## config.mk

```make
export PLATFORM = sky130hd
export DESIGN_NAME = dcwd_decoder
export DESIGN_NICKNAME = d
export VERILOG_FILES = /design/src/dcwd_pkg.sv /design/src/dcwd_ack_if.sv /design/src/dcwd_fault_ack.sv /design/src/dcwd_decoder.sv
export VERILOG_INCLUDE_DIRS = /design/src
export SDC_FILE = /design/constraint.sdc
export NUM_CORES = 1
export LEC_CHECK = 0
export ABC_AREA = 1
export BUFFER_PORTS_ARGS = -buffer_cell sky130_fd_sc_hd__buf_2
export CORE_MARGIN = 10
export CORE_UTILIZATION = 40
export DETAILED_ROUTE_END_ITERATION = 8
export PLACE_DENSITY_LB_ADDON = 0.12
export SETUP_SLACK_MARGIN = 0.4
export SLEW_MARGIN = 40
export SYNTH_ARGS = -nofsm -noshare
export SYNTH_HDL_FRONTEND = slang
export SYNTH_SLANG_ARGS = --single-unit
export TNS_END_PERCENT = 20
```

## constraint.sdc

```tcl
create_clock -name clock -period 1.6 [get_ports clock]
set_input_delay 0.24 -clock clock [delete_from_list [all_inputs] [get_ports clock]]
set_output_delay 0.24 -clock clock [all_outputs]
set_load 0.02 [all_outputs]
```

## src/dcwd_defs.svh

```systemverilog
/*
 * Constants of the drive control word decoder: bit positions of the
 * primary control word, telegram type codes, reset values and widths.
 * Assumes it is included by its bare name wherever the names are used.
 */
`ifndef DCWD_DEFS_SVH
`define DCWD_DEFS_SVH

// ----------------------------------------------------------------------
// widths
// ----------------------------------------------------------------------
`define DCWD_WORD_WIDTH 16
`define DCWD_TEL_WIDTH 10
`define DCWD_ACK_SOURCES 3
`define DCWD_PIN_COUNT 4

// ----------------------------------------------------------------------
// bit positions in the primary control word
// ----------------------------------------------------------------------
`define DCWD_BIT_ON 0
`define DCWD_BIT_COAST 1
`define DCWD_BIT_QUICK 2
`define DCWD_BIT_OPERATE 3
`define DCWD_BIT_RFG_ENABLE 4
`define DCWD_BIT_RFG_START 5
`define DCWD_BIT_SETPOINT 6
`define DCWD_BIT_ACK 7
`define DCWD_BIT_MASTER 10
`define DCWD_BIT_POT_RAISE 13
`define DCWD_BIT_POT_LOWER 14
`define DCWD_BIT_CDS0 15

// ----------------------------------------------------------------------
// positions of the synchronised pins in the pin vector
// ----------------------------------------------------------------------
`define DCWD_PIN_COAST_B 0
`define DCWD_PIN_QUICK_B 1
`define DCWD_PIN_ACK_TWO 2
`define DCWD_PIN_ACK_THREE 3

// ----------------------------------------------------------------------
// telegram types that give bits 13 and 14 their meaning
// ----------------------------------------------------------------------
`define DCWD_TEL_STANDARD 10'h001
`define DCWD_TEL_PROCESS 10'h160

// ----------------------------------------------------------------------
// reset values
// ----------------------------------------------------------------------
`define DCWD_WORD_RESET 16'h0000
`define DCWD_SETPOINT_ZERO 16'h0000
`define DCWD_ACK_PREV_RESET 1'b1

`endif

```

## src/dcwd_pkg.sv

```systemverilog
/*
 * Types of the drive control word decoder: the sequencer state.
 * Assumes dcwd_defs.svh holds the numeric constants.
 */
package dcwd_pkg;

    // ------------------------------------------------------------------
    // one-hot sequencer states
    // ------------------------------------------------------------------
    typedef enum logic [4:0] {
        st_off = 5'h01,
        st_ready = 5'h02,
        st_run = 5'h04,
        st_ramp_stop = 5'h08,
        st_quick_stop = 5'h10
    } dcwd_state_t;

endpackage

```

## src/dcwd_ack_if.sv

```systemverilog
/*
 * Carrier between the decoder and its fault acknowledge unit: the
 * levels of the acknowledge sources and the resulting pulse.
 * Assumes all signals belong to the one drive control clock.
 */
`timescale 1ns/100ps
interface dcwd_ack_if #(
    parameter int SOURCES = 3
);
    logic [SOURCES-1:0] level;
    logic ack;

    // decoder drives the levels and takes the pulse
    modport decoder (
        output level,
        input ack
    );

    // acknowledge unit reads the levels and makes the pulse
    modport unit (
        input level,
        output ack
    );
endinterface

```

## src/dcwd_fault_ack.sv

```systemverilog
/*
 * Fault acknowledge unit: one rising edge detector per source, the
 * detected edges merged into a one-cycle pulse.
 * Assumes every level is already in the clock domain.
 */
`timescale 1ns/100ps
module dcwd_fault_ack #(
    parameter int SOURCES = 3
) (
    input wire logic clock,
    input wire logic rst,
    input wire logic clock_enable,
    dcwd_ack_if.unit ack_bus
);
    `include "dcwd_defs.svh"

    // ------------------------------------------------------------------
    // edge detection
    // ------------------------------------------------------------------
    logic [SOURCES-1:0] prev;
    logic [SOURCES-1:0] rise;
    logic ack_pulse;

    genvar i;
    generate
        for (i = 0; i < SOURCES; i = i + 1) begin : g_src
            // remember the last level; reset high so no edge at start
            always_ff @(posedge clock) begin
                if (rst) begin
                    prev[i] <= `DCWD_ACK_PREV_RESET;
                end else if (clock_enable) begin
                    prev[i] <= ack_bus.level[i];
                end
            end
            // each source looks only at its own edge
            assign rise[i] = ack_bus.level[i] & ~prev[i];
        end
    endgenerate

    // ------------------------------------------------------------------
    // merged pulse, a steady level gives nothing
    // ------------------------------------------------------------------
    always_ff @(posedge clock) begin
        if (rst) begin
            ack_pulse <= 1'b0;
        end else if (clock_enable) begin
            ack_pulse <= |rise;
        end
    end

    assign ack_bus.ack = ack_pulse;
endmodule

```

## src/dcwd_decoder.sv

```systemverilog
/*
 * Drive control word decoder: takes the primary control word and the
 * speed setpoint word from the fieldbus receive logic, decodes stop
 * commands, a small switch-on sequencer, ramp-function generator
 * controls, fault acknowledge, motorized potentiometer and command set.
 * Assumes word_valid is a one-cycle strobe from same-clock logic and
 * the separately wired sources arrive asynchronously on pins.
 */
`timescale 1ns/100ps
`include "dcwd_defs.svh"
module dcwd_decoder import dcwd_pkg::*; #(
    parameter int WORD_WIDTH = `DCWD_WORD_WIDTH,
    parameter int TEL_WIDTH = `DCWD_TEL_WIDTH
) (
    input wire logic clock,
    input wire logic rst,
    input wire logic clock_enable,
    input wire logic word_valid,
    input wire logic [WORD_WIDTH-1:0] process_data_word,
    input wire logic [WORD_WIDTH-1:0] setpoint_data_word,
    input wire logic [TEL_WIDTH-1:0] telegram_type_select,
    input wire logic coast_stop_source_b,
    input wire logic quick_stop_source_b,
    input wire logic fault_ack_source_two,
    input wire logic fault_ack_source_three,
    input wire logic speed_at_zero,
    output logic ramp_stop_command,
    output logic coast_stop_command,
    output logic quick_stop_command,
    output logic switch_on_pulse,
    output logic pulse_enable,
    output logic line_contactor_close,
    output logic ready_for_operation,
    output logic quick_ramp_select,
    output logic stop_ramp_active,
    output logic rfg_zero_output,
    output logic rfg_hold_output,
    output logic [WORD_WIDTH-1:0] rfg_input_setpoint,
    output logic fault_ack,
    output logic master_control,
    output logic potentiometer_raise,
    output logic potentiometer_lower,
    output logic potentiometer_hold,
    output logic command_set_select
);

    // ------------------------------------------------------------------
    // pot bit decoding, valid only in the two standard telegrams
    // ------------------------------------------------------------------
    function automatic logic pot_bits_valid(
        input logic [TEL_WIDTH-1:0] tel
    );
        pot_bits_valid = (tel == `DCWD_TEL_STANDARD) ||
                         (tel == `DCWD_TEL_PROCESS);
    endfunction

    // ------------------------------------------------------------------
    // declarations
    // ------------------------------------------------------------------
    logic [`DCWD_PIN_COUNT-1:0] pin_raw;
    logic [`DCWD_PIN_COUNT-1:0] pin_meta;
    logic [`DCWD_PIN_COUNT-1:0] pin_sync;
    logic [WORD_WIDTH-1:0] cw;
    logic [WORD_WIDTH-1:0] setpoint_word;
    logic on_prev;
    logic on_rise;
    logic coast_active;
    logic quick_active;
    logic pot_valid;
    dcwd_state_t state;
    dcwd_state_t next_state;

    dcwd_ack_if #(.SOURCES(`DCWD_ACK_SOURCES)) ack_bus ();

    // ------------------------------------------------------------------
    // two-stage synchronisers for the separately wired pins
    // ------------------------------------------------------------------
    assign pin_raw[`DCWD_PIN_COAST_B] = coast_stop_source_b;
    assign pin_raw[`DCWD_PIN_QUICK_B] = quick_stop_source_b;
    assign pin_raw[`DCWD_PIN_ACK_TWO] = fault_ack_source_two;
    assign pin_raw[`DCWD_PIN_ACK_THREE] = fault_ack_source_three;

    genvar p;
    generate
        for (p = 0; p < `DCWD_PIN_COUNT; p = p + 1) begin : g_sync
            // first stage feeds only the second
            always_ff @(posedge clock) begin
                if (rst) begin
                    pin_meta[p] <= 1'b0;
                    pin_sync[p] <= 1'b0;
                end else if (clock_enable) begin
                    pin_meta[p] <= pin_raw[p];
                    pin_sync[p] <= pin_meta[p];
                end
            end
        end
    endgenerate

    // ------------------------------------------------------------------
    // word capture
    // ------------------------------------------------------------------
    // the first receive word is the control word; bit 10 is always
    // tracked, the rest only counts while the master has control
    always_ff @(posedge clock) begin
        if (rst) begin
            cw <= `DCWD_WORD_RESET;
            setpoint_word <= `DCWD_SETPOINT_ZERO;
        end else if (clock_enable && word_valid) begin
            if (process_data_word[`DCWD_BIT_MASTER]) begin
                cw <= process_data_word;
                setpoint_word <= setpoint_data_word;
            end
        end
    end

    // master control flag, follows bit 10 of every received word
    always_ff @(posedge clock) begin
        if (rst) begin
            master_control <= 1'b0;
        end else if (clock_enable && word_valid) begin
            // master is trusted to raise it only once we are ready
            master_control <= process_data_word[`DCWD_BIT_MASTER];
        end
    end

    // ------------------------------------------------------------------
    // stop signals from their paired sources
    // ------------------------------------------------------------------
    // reserved bits 8, 9, 11 and 12 are never looked at
    assign coast_active = ~(cw[`DCWD_BIT_COAST] &
                            pin_sync[`DCWD_PIN_COAST_B]);
    assign quick_active = ~(cw[`DCWD_BIT_QUICK] &
                            pin_sync[`DCWD_PIN_QUICK_B]);
    assign on_rise = cw[`DCWD_BIT_ON] & ~on_prev;
    assign pot_valid = pot_bits_valid(telegram_type_select);

    // previous switch-on level for the edge; reset high avoids a
    // switch-on right after reset
    always_ff @(posedge clock) begin
        if (rst) begin
            on_prev <= 1'b1;
        end else if (clock_enable) begin
            on_prev <= cw[`DCWD_BIT_ON];
        end
    end

    // ------------------------------------------------------------------
    // switch-on sequencer
    // ------------------------------------------------------------------
    // coast stop wins everywhere, quick stop next, then ramp stop
    always_comb begin
        next_state = state;
        case (state)
            st_off: begin
                if (on_rise && !coast_active && !quick_active) begin
                    next_state = st_ready;
                end
            end
            st_ready: begin
                if (coast_active || quick_active ||
                    !cw[`DCWD_BIT_ON]) begin
                    next_state = st_off;
                end else if (cw[`DCWD_BIT_OPERATE]) begin
                    next_state = st_run;
                end
            end
            st_run: begin
                if (coast_active) begin
                    next_state = st_off;
                end else if (quick_active) begin
                    next_state = st_quick_stop;
                end else if (!cw[`DCWD_BIT_ON]) begin
                    next_state = st_ramp_stop;
                end else if (!cw[`DCWD_BIT_OPERATE]) begin
                    next_state = st_ready;
                end
            end
            st_ramp_stop: begin
                if (coast_active) begin
                    next_state = st_off;
                end else if (quick_active) begin
                    next_state = st_quick_stop;
                end else if (speed_at_zero) begin
                    next_state = st_off;
                end
            end
            st_quick_stop: begin
                if (coast_active || speed_at_zero) begin
                    next_state = st_off;
                end
            end
            default: begin
                next_state = st_off;
            end
        endcase
    end

    // state register
    always_ff @(posedge clock) begin
        if (rst) begin
            state <= st_off;
        end else if (clock_enable) begin
            state <= next_state;
        end
    end

    // ------------------------------------------------------------------
    // power stage outputs
    // ------------------------------------------------------------------
    // pulses run while operating and while ramping down to zero
    always_ff @(posedge clock) begin
        if (rst) begin
            pulse_enable <= 1'b0;
            line_contactor_close <= 1'b0;
            ready_for_operation <= 1'b0;
        end else if (clock_enable) begin
            pulse_enable <= (next_state == st_run) ||
                            (next_state == st_ramp_stop) ||
                            (next_state == st_quick_stop);
            line_contactor_close <= (next_state != st_off);
            ready_for_operation <= (next_state != st_off);
        end
    end

    // ramp selection during a stop
    always_ff @(posedge clock) begin
        if (rst) begin
            quick_ramp_select <= 1'b0;
            stop_ramp_active <= 1'b0;
        end else if (clock_enable) begin
            quick_ramp_select <= (next_state == st_quick_stop);
            stop_ramp_active <= (next_state == st_ramp_stop) ||
                                (next_state == st_quick_stop);
        end
    end

    // ------------------------------------------------------------------
    // decoded command levels
    // ------------------------------------------------------------------
    always_ff @(posedge clock) begin
        if (rst) begin
            ramp_stop_command <= 1'b1;
            coast_stop_command <= 1'b1;
            quick_stop_command <= 1'b1;
            switch_on_pulse <= 1'b0;
        end else if (clock_enable) begin
            ramp_stop_command <= ~cw[`DCWD_BIT_ON];
            coast_stop_command <= coast_active;
            quick_stop_command <= quick_active;
            switch_on_pulse <= on_rise;
        end
    end

    // ------------------------------------------------------------------
    // ramp-function generator controls
    // ------------------------------------------------------------------
    always_ff @(posedge clock) begin
        if (rst) begin
            rfg_zero_output <= 1'b1;
            rfg_hold_output <= 1'b1;
            rfg_input_setpoint <= `DCWD_SETPOINT_ZERO;
        end else if (clock_enable) begin
            rfg_zero_output <= ~cw[`DCWD_BIT_RFG_ENABLE];
            rfg_hold_output <= ~cw[`DCWD_BIT_RFG_START];
            if (cw[`DCWD_BIT_SETPOINT]) begin
                rfg_input_setpoint <= setpoint_word;
            end else begin
                rfg_input_setpoint <= `DCWD_SETPOINT_ZERO;
            end
        end
    end

    // ------------------------------------------------------------------
    // motorized potentiometer and command set
    // ------------------------------------------------------------------
    // equal raise and lower, or a telegram without them, holds
    always_ff @(posedge clock) begin
        if (rst) begin
            potentiometer_raise <= 1'b0;
            potentiometer_lower <= 1'b0;
            potentiometer_hold <= 1'b1;
        end else if (clock_enable) begin
            potentiometer_raise <= pot_valid &
                                   cw[`DCWD_BIT_POT_RAISE] &
                                   ~cw[`DCWD_BIT_POT_LOWER];
            potentiometer_lower <= pot_valid &
                                   cw[`DCWD_BIT_POT_LOWER] &
                                   ~cw[`DCWD_BIT_POT_RAISE];
            potentiometer_hold <= ~pot_valid |
                                  (cw[`DCWD_BIT_POT_RAISE] ==
                                   cw[`DCWD_BIT_POT_LOWER]);
        end
    end

    // command set bit 0
    always_ff @(posedge clock) begin
        if (rst) begin
            command_set_select <= 1'b0;
        end else if (clock_enable) begin
            command_set_select <= cw[`DCWD_BIT_CDS0];
        end
    end

    // ------------------------------------------------------------------
    // fault acknowledge from the word and two pins
    // ------------------------------------------------------------------
    assign ack_bus.level[0] = cw[`DCWD_BIT_ACK];
    assign ack_bus.level[1] = pin_sync[`DCWD_PIN_ACK_TWO];
    assign ack_bus.level[2] = pin_sync[`DCWD_PIN_ACK_THREE];

    dcwd_fault_ack #(
        .SOURCES(`DCWD_ACK_SOURCES)
    ) u_fault_ack (
        .clock(clock),
        .rst(rst),
        .clock_enable(clock_enable),
        .ack_bus(ack_bus)
    );

    // pulse comes from the unit's own flip-flop
    assign fault_ack = ack_bus.ack;

endmodule

```

# [Yosys cells after proc, flatten, opt, wreduce, memory -nomap -nowiden]
# Cells that the tools add are included.
[word_totals] romBits=0 regBits=81 latch_bits=0 memories=0 inputBits=51 ramBits=0 output_inout_bits=33 elab_cells=93
[op_classes] multipliers=0 bitwise=23 n_reduce_logical=13 n_div=0 n_addsub=0 eq_ne=12 order_cmp=0 n_shift=0 n_mux=13
[op_table] cell="$mux W5" n=11
[op_table] cell="$pmux W5 S5" n=1
[op_table] cell="$mux W16" n=1
[op_table] cell="$not A1 Y1" n=12
[op_table] cell="$and A1 B1 Y1" n=10
[op_table] cell="$eq A10 B1 Y1 const B" n=1
[op_table] cell="$eq A10 B9 Y1 const B" n=1
[op_table] cell="$eq A5 B3 Y1 const B" n=2
[op_table] cell="$eq A5 B4 Y1 const B" n=2
[op_table] cell="$eq A5 B5 Y1 const B" n=2
[op_table] cell="$logic_or A1 B1 Y1" n=7
[op_table] cell="$eq A5 B1 Y1 const B" n=1
[op_table] cell="$eq A5 B2 Y1 const B" n=1
[op_table] cell="$ne A5 B1 Y1 const B" n=1
[op_table] cell="$logic_and A1 B1 Y1" n=3
[op_table] cell="$reduce_or A3 Y1" n=1
[op_table] cell="$reduce_and A2 Y1" n=1
[op_table] cell="$eq A1 B1 Y1" n=1
[op_table] cell="$logic_not A1 Y1" n=1
[op_table] cell="$or A1 B1 Y1" n=1

# [Logic depth before layout (Yosys ltp)]
[logic_depth] depth_word=9 mapped_depth=9 ltp_nobuf=9

# [By module]
# From an unflattened synthesis, not the netlist that was laid out.
[hier_totals] hier_cells=422 hier_area_um2=3095.5
[by_module_without_submodules] module="dcwd_decoder" instances=1 cells_per_inst=401 area_each_um2=2940.3 seq_area_each_um2=1441.4
[by_module_without_submodules] module="dcwd_fault_ack" instances=1 cells_per_inst=21 area_each_um2=155.1 seq_area_each_um2=80.1

# [Worst setup path before layout]
# OpenSTA, ideal clock, no wires.
[synth_path] path_kind="flip-flop to flip-flop" start="register state[0]" end="register state[0]" period_less_slack_ns=1.166 n_path_buf=0 path_stages_with_launch=9 arrival_ns=1.051 required_ns=1.485 setup_slack_ns=0.434 cell_sequence="dfxtp_1 -> inv_2 -> or2_0 -> nor2_2 -> nor2_1 -> nand2_1 -> nand3_2 -> nand2_1 -> nand2_1"
[synth_between] elab_chain_cells=5 elab_cells_between_ends=17 cone_classes="eq/ne (5); mux (12)"
[synth_lines] item="start: declaration" line="dcwd_decoder.sv:70" rtl="dcwd_state_t state;"
[synth_lines] item="start signal: assignment" line="dcwd_decoder.sv:201" rtl="state <= st_off;"
[synth_lines] item="start signal: assignment" line="dcwd_decoder.sv:203" rtl="state <= next_state;"
[synth_lines] item="$mux W5" line="dcwd_decoder.sv:174" rtl="end else if (!cw[`DCWD_BIT_OPERATE]) begin"
[synth_lines] item="$mux W5" line="dcwd_decoder.sv:172" rtl="end else if (!cw[`DCWD_BIT_ON]) begin"
[synth_lines] item="$mux W5" line="dcwd_decoder.sv:170" rtl="end else if (quick_active) begin"
[synth_lines] item="$mux W5" line="dcwd_decoder.sv:168" rtl="if (coast_active) begin"
[synth_lines] item="$pmux W5 S5 (*)" line="dcwd_decoder.sv:153" rtl="case (state)"
# Every way passes the cells marked *; elsewhere a longest branch is shown, timed or not.
# A chain may end at the register's enable or synchronous reset.

# [Worst setup path in the final report]
# Same ends and word-level chain as after synthesis.

==> run metrics <==
Final nets=533; r2r worst-path depth=8; H-tree depth=3; Post-DRT Antenna Nets=0; Syn Nets=459; CP dominant cell by count=nand2_1; Relative slew margins=78.6%; Worst Skew=0.00769 ns; WHS=0.116 ns; fillcell total=770; layout cells sized above 1=27.3%; Max Slew Vio Count=0; CTS clk-pin slew, worst paths=0.08 ns; P per Cell Area=1040 mW/mm2; Layout Area Growth over Synthesis=25.1%; final hold vios=0; largest cells by area after synthesis=dfxtp_1 (50%), a21oi_1 (10%), o21ai_0 (8.7%); Design Power=3960 uW; clock root buffer master=clkbuf_8; row count=31; Num Clock Sinks=76; slowest CP cell=dfxtp_4; CTS tree=done; Worst setup EP type=flip-flop; peak per-stage delay on the critical path=0.39 ns; Worst Max-Slew Pin Slew=0.321 ns; setup TNS=0 ns; Vias=2810; register area=0.00153 mm2; Die H=107 um; first-pass GRT wire length=12.5 mm; yosys warns=0; # DRC=0; final setup violation count=0; Die X-Extent=107 um; Leak=0.00164 uW; vias in the first global route=2738; antenna cells=0; critical path cell sequence=inv_2 -> or2_4 -> nor2_4 -> nor2_1 -> nand2_1 -> nand3_2 -> nand2_2 -> nand2_1; WL per Instance=13.0 um; Peak Freq=821 MHz; largest net degree at the start of global routing=56; Hold Buf Count CTS=0; Crit Path Max Fanout=5; Distinct cells, synth=26; Peak VDD IR=0.565 mV; run status=finished, final reports clean; initial antenna violation count=0; GRT Overall Usage=13.4%; CP required=1.84 ns; area leader, netlist=dfxtp_1; max-cap viol count=0; crit path DAT=1.46 ns; Core Area=0.00733 mm2; Clk Latency, worst-skew pair=0.35 ns; num ports=84; Worst Setup Start Kind=flip-flop; post-synthesis instance area=0.00305 mm2; die area=0.0115 mm2; DRT Pass-1 Iters=7; hold depth=3; total gr overflow=0; port bufs=79; TritonCTS Buffers=9; unrepaired setup endpoints after global routing=yes; type of the most critical hold path=in2reg; routability cong.=0.832; register area share after synthesis=49.9%; routed wire length=7.63 mm; crit path time final=1.22 ns; Initial Util=41.6%; Avg Vias per Cell=4.80; commonest cells after routing, fill and taps aside=buf_2 (79), dfxtp_1 (70), a21oi_1 (61); hpwl dp=5.38 mm; clk buf depth=2; multi-input logic area=0.00128 mm2; Iter 0 DRT Violations=154; syn avg cell area=7.48 um2; synthesized instance count=408; area share of the largest cell type after synthesis=49.9%; most common cell after layout, fill and taps aside=buf_2; Final Cycle Share=76.1%; Seq cells post-synth=76; CP Class=reg2reg
[kinds of logic after synthesis]
kind of cell | Yosys count | synth area share, %
buf+inv | 74 | 9.68
simple gates | 135 | 19.5
compound gates | 123 | 20.9
flops | 76 | 49.9
[worst max-delay path: cells and delay by family, from the launching register on]
kind	cells	cell delay, ns
simple gates	7	0.67
flops	1	0.39
buf+inv	1	0.05
[per-layer routing]
layer  GRT usage, %  share of wire [%]  vias up
li1               -                  -     1483
met1           15.5                 44     1254
met2           21.2                 47       69
met3           6.59                8.7        4
met4           4.35               0.56        0
met5              0                  0        -
[state kept, by name, indices dropped and copies added (netlist names), 2 cells and up]
signal	flops
ack_bus.level	2
u_fault_ack.prev	3
cw	11
rfg_input_setpoint	16
pin_meta	4
state	5
pin_sync	2
setpoint_word	16
[power breakdown]
group          switching (uW)  total [uW]  internal, uW  leakage (uW)
clock                     767        1510           747     0.0000988
sequential               51.3        2030          1980      0.000625
combinational             251         414           163      0.000912
[per-stage QoR]
stage                     area, um2  utilization (%)  std cells  setup slack, ns
after floorplan                3050                -        408            0.434
after global placement         3550             48.4        569            0.306
after detailed placement       3550             48.4        569            0.293
after CTS                      3780             51.6        585            0.377
after global routing           3820             52.1        586            0.286
final                          3820             52.1        586            0.383
[synth_stat cells]
master    count
or2_2         1
nor2_4        1
nand3_2       2
dfxtp_1      76
nor2_2        3
inv_2         2
buf_6         1
o211ai_1      6
a21oi_2       1
nand2_1      52
buf_1         1
o21ai_0      53
o22ai_1       1
inv_1        46
o21bai_1      1
or2_0         1
nor3_1        3
nor2_1       37
nand4_1       2
clkbuf_1     18
buf_2         5
buf_4         1
nor3_2        1
nand3_1      31
nand2_2       1
a21oi_1      61
[worst paths after layout]
path                                 startpoint                       endpoint  slack [ns]
setup / recovery          state[0]$_SDFFE_PP1P_          state[0]$_SDFFE_PP1P_        0.38
hold reg to reg   setpoint_word[7]$_SDFFE_PP0P_  setpoint_word[7]$_SDFFE_PP0P_        0.45
hold / removal              coast_stop_source_b       pin_meta[0]$_SDFFE_PP0P_        0.12
setup reg to reg          state[0]$_SDFFE_PP1P_          state[0]$_SDFFE_PP1P_        0.38
[cell type report]
cell class              count  share of cell area (%)
clock inverters             7                    2.16
clock buffers               9                    3.25
flip-flops and latches     76                    40.1
repair buffers             89                    13.0
inverters                  48                    4.72
well taps                  99                    3.25
multi-input cells         258                    33.5
[repair_timing]
action / 4_1_cts / 5_1_grt
buffers inserted: 0 / 1
gates resized for setup: 12 / 10
setup endpoints to repair: 8 / 9
pin swaps: 2 / 2
Note: power is estimated with default switching activity, not from simulation.
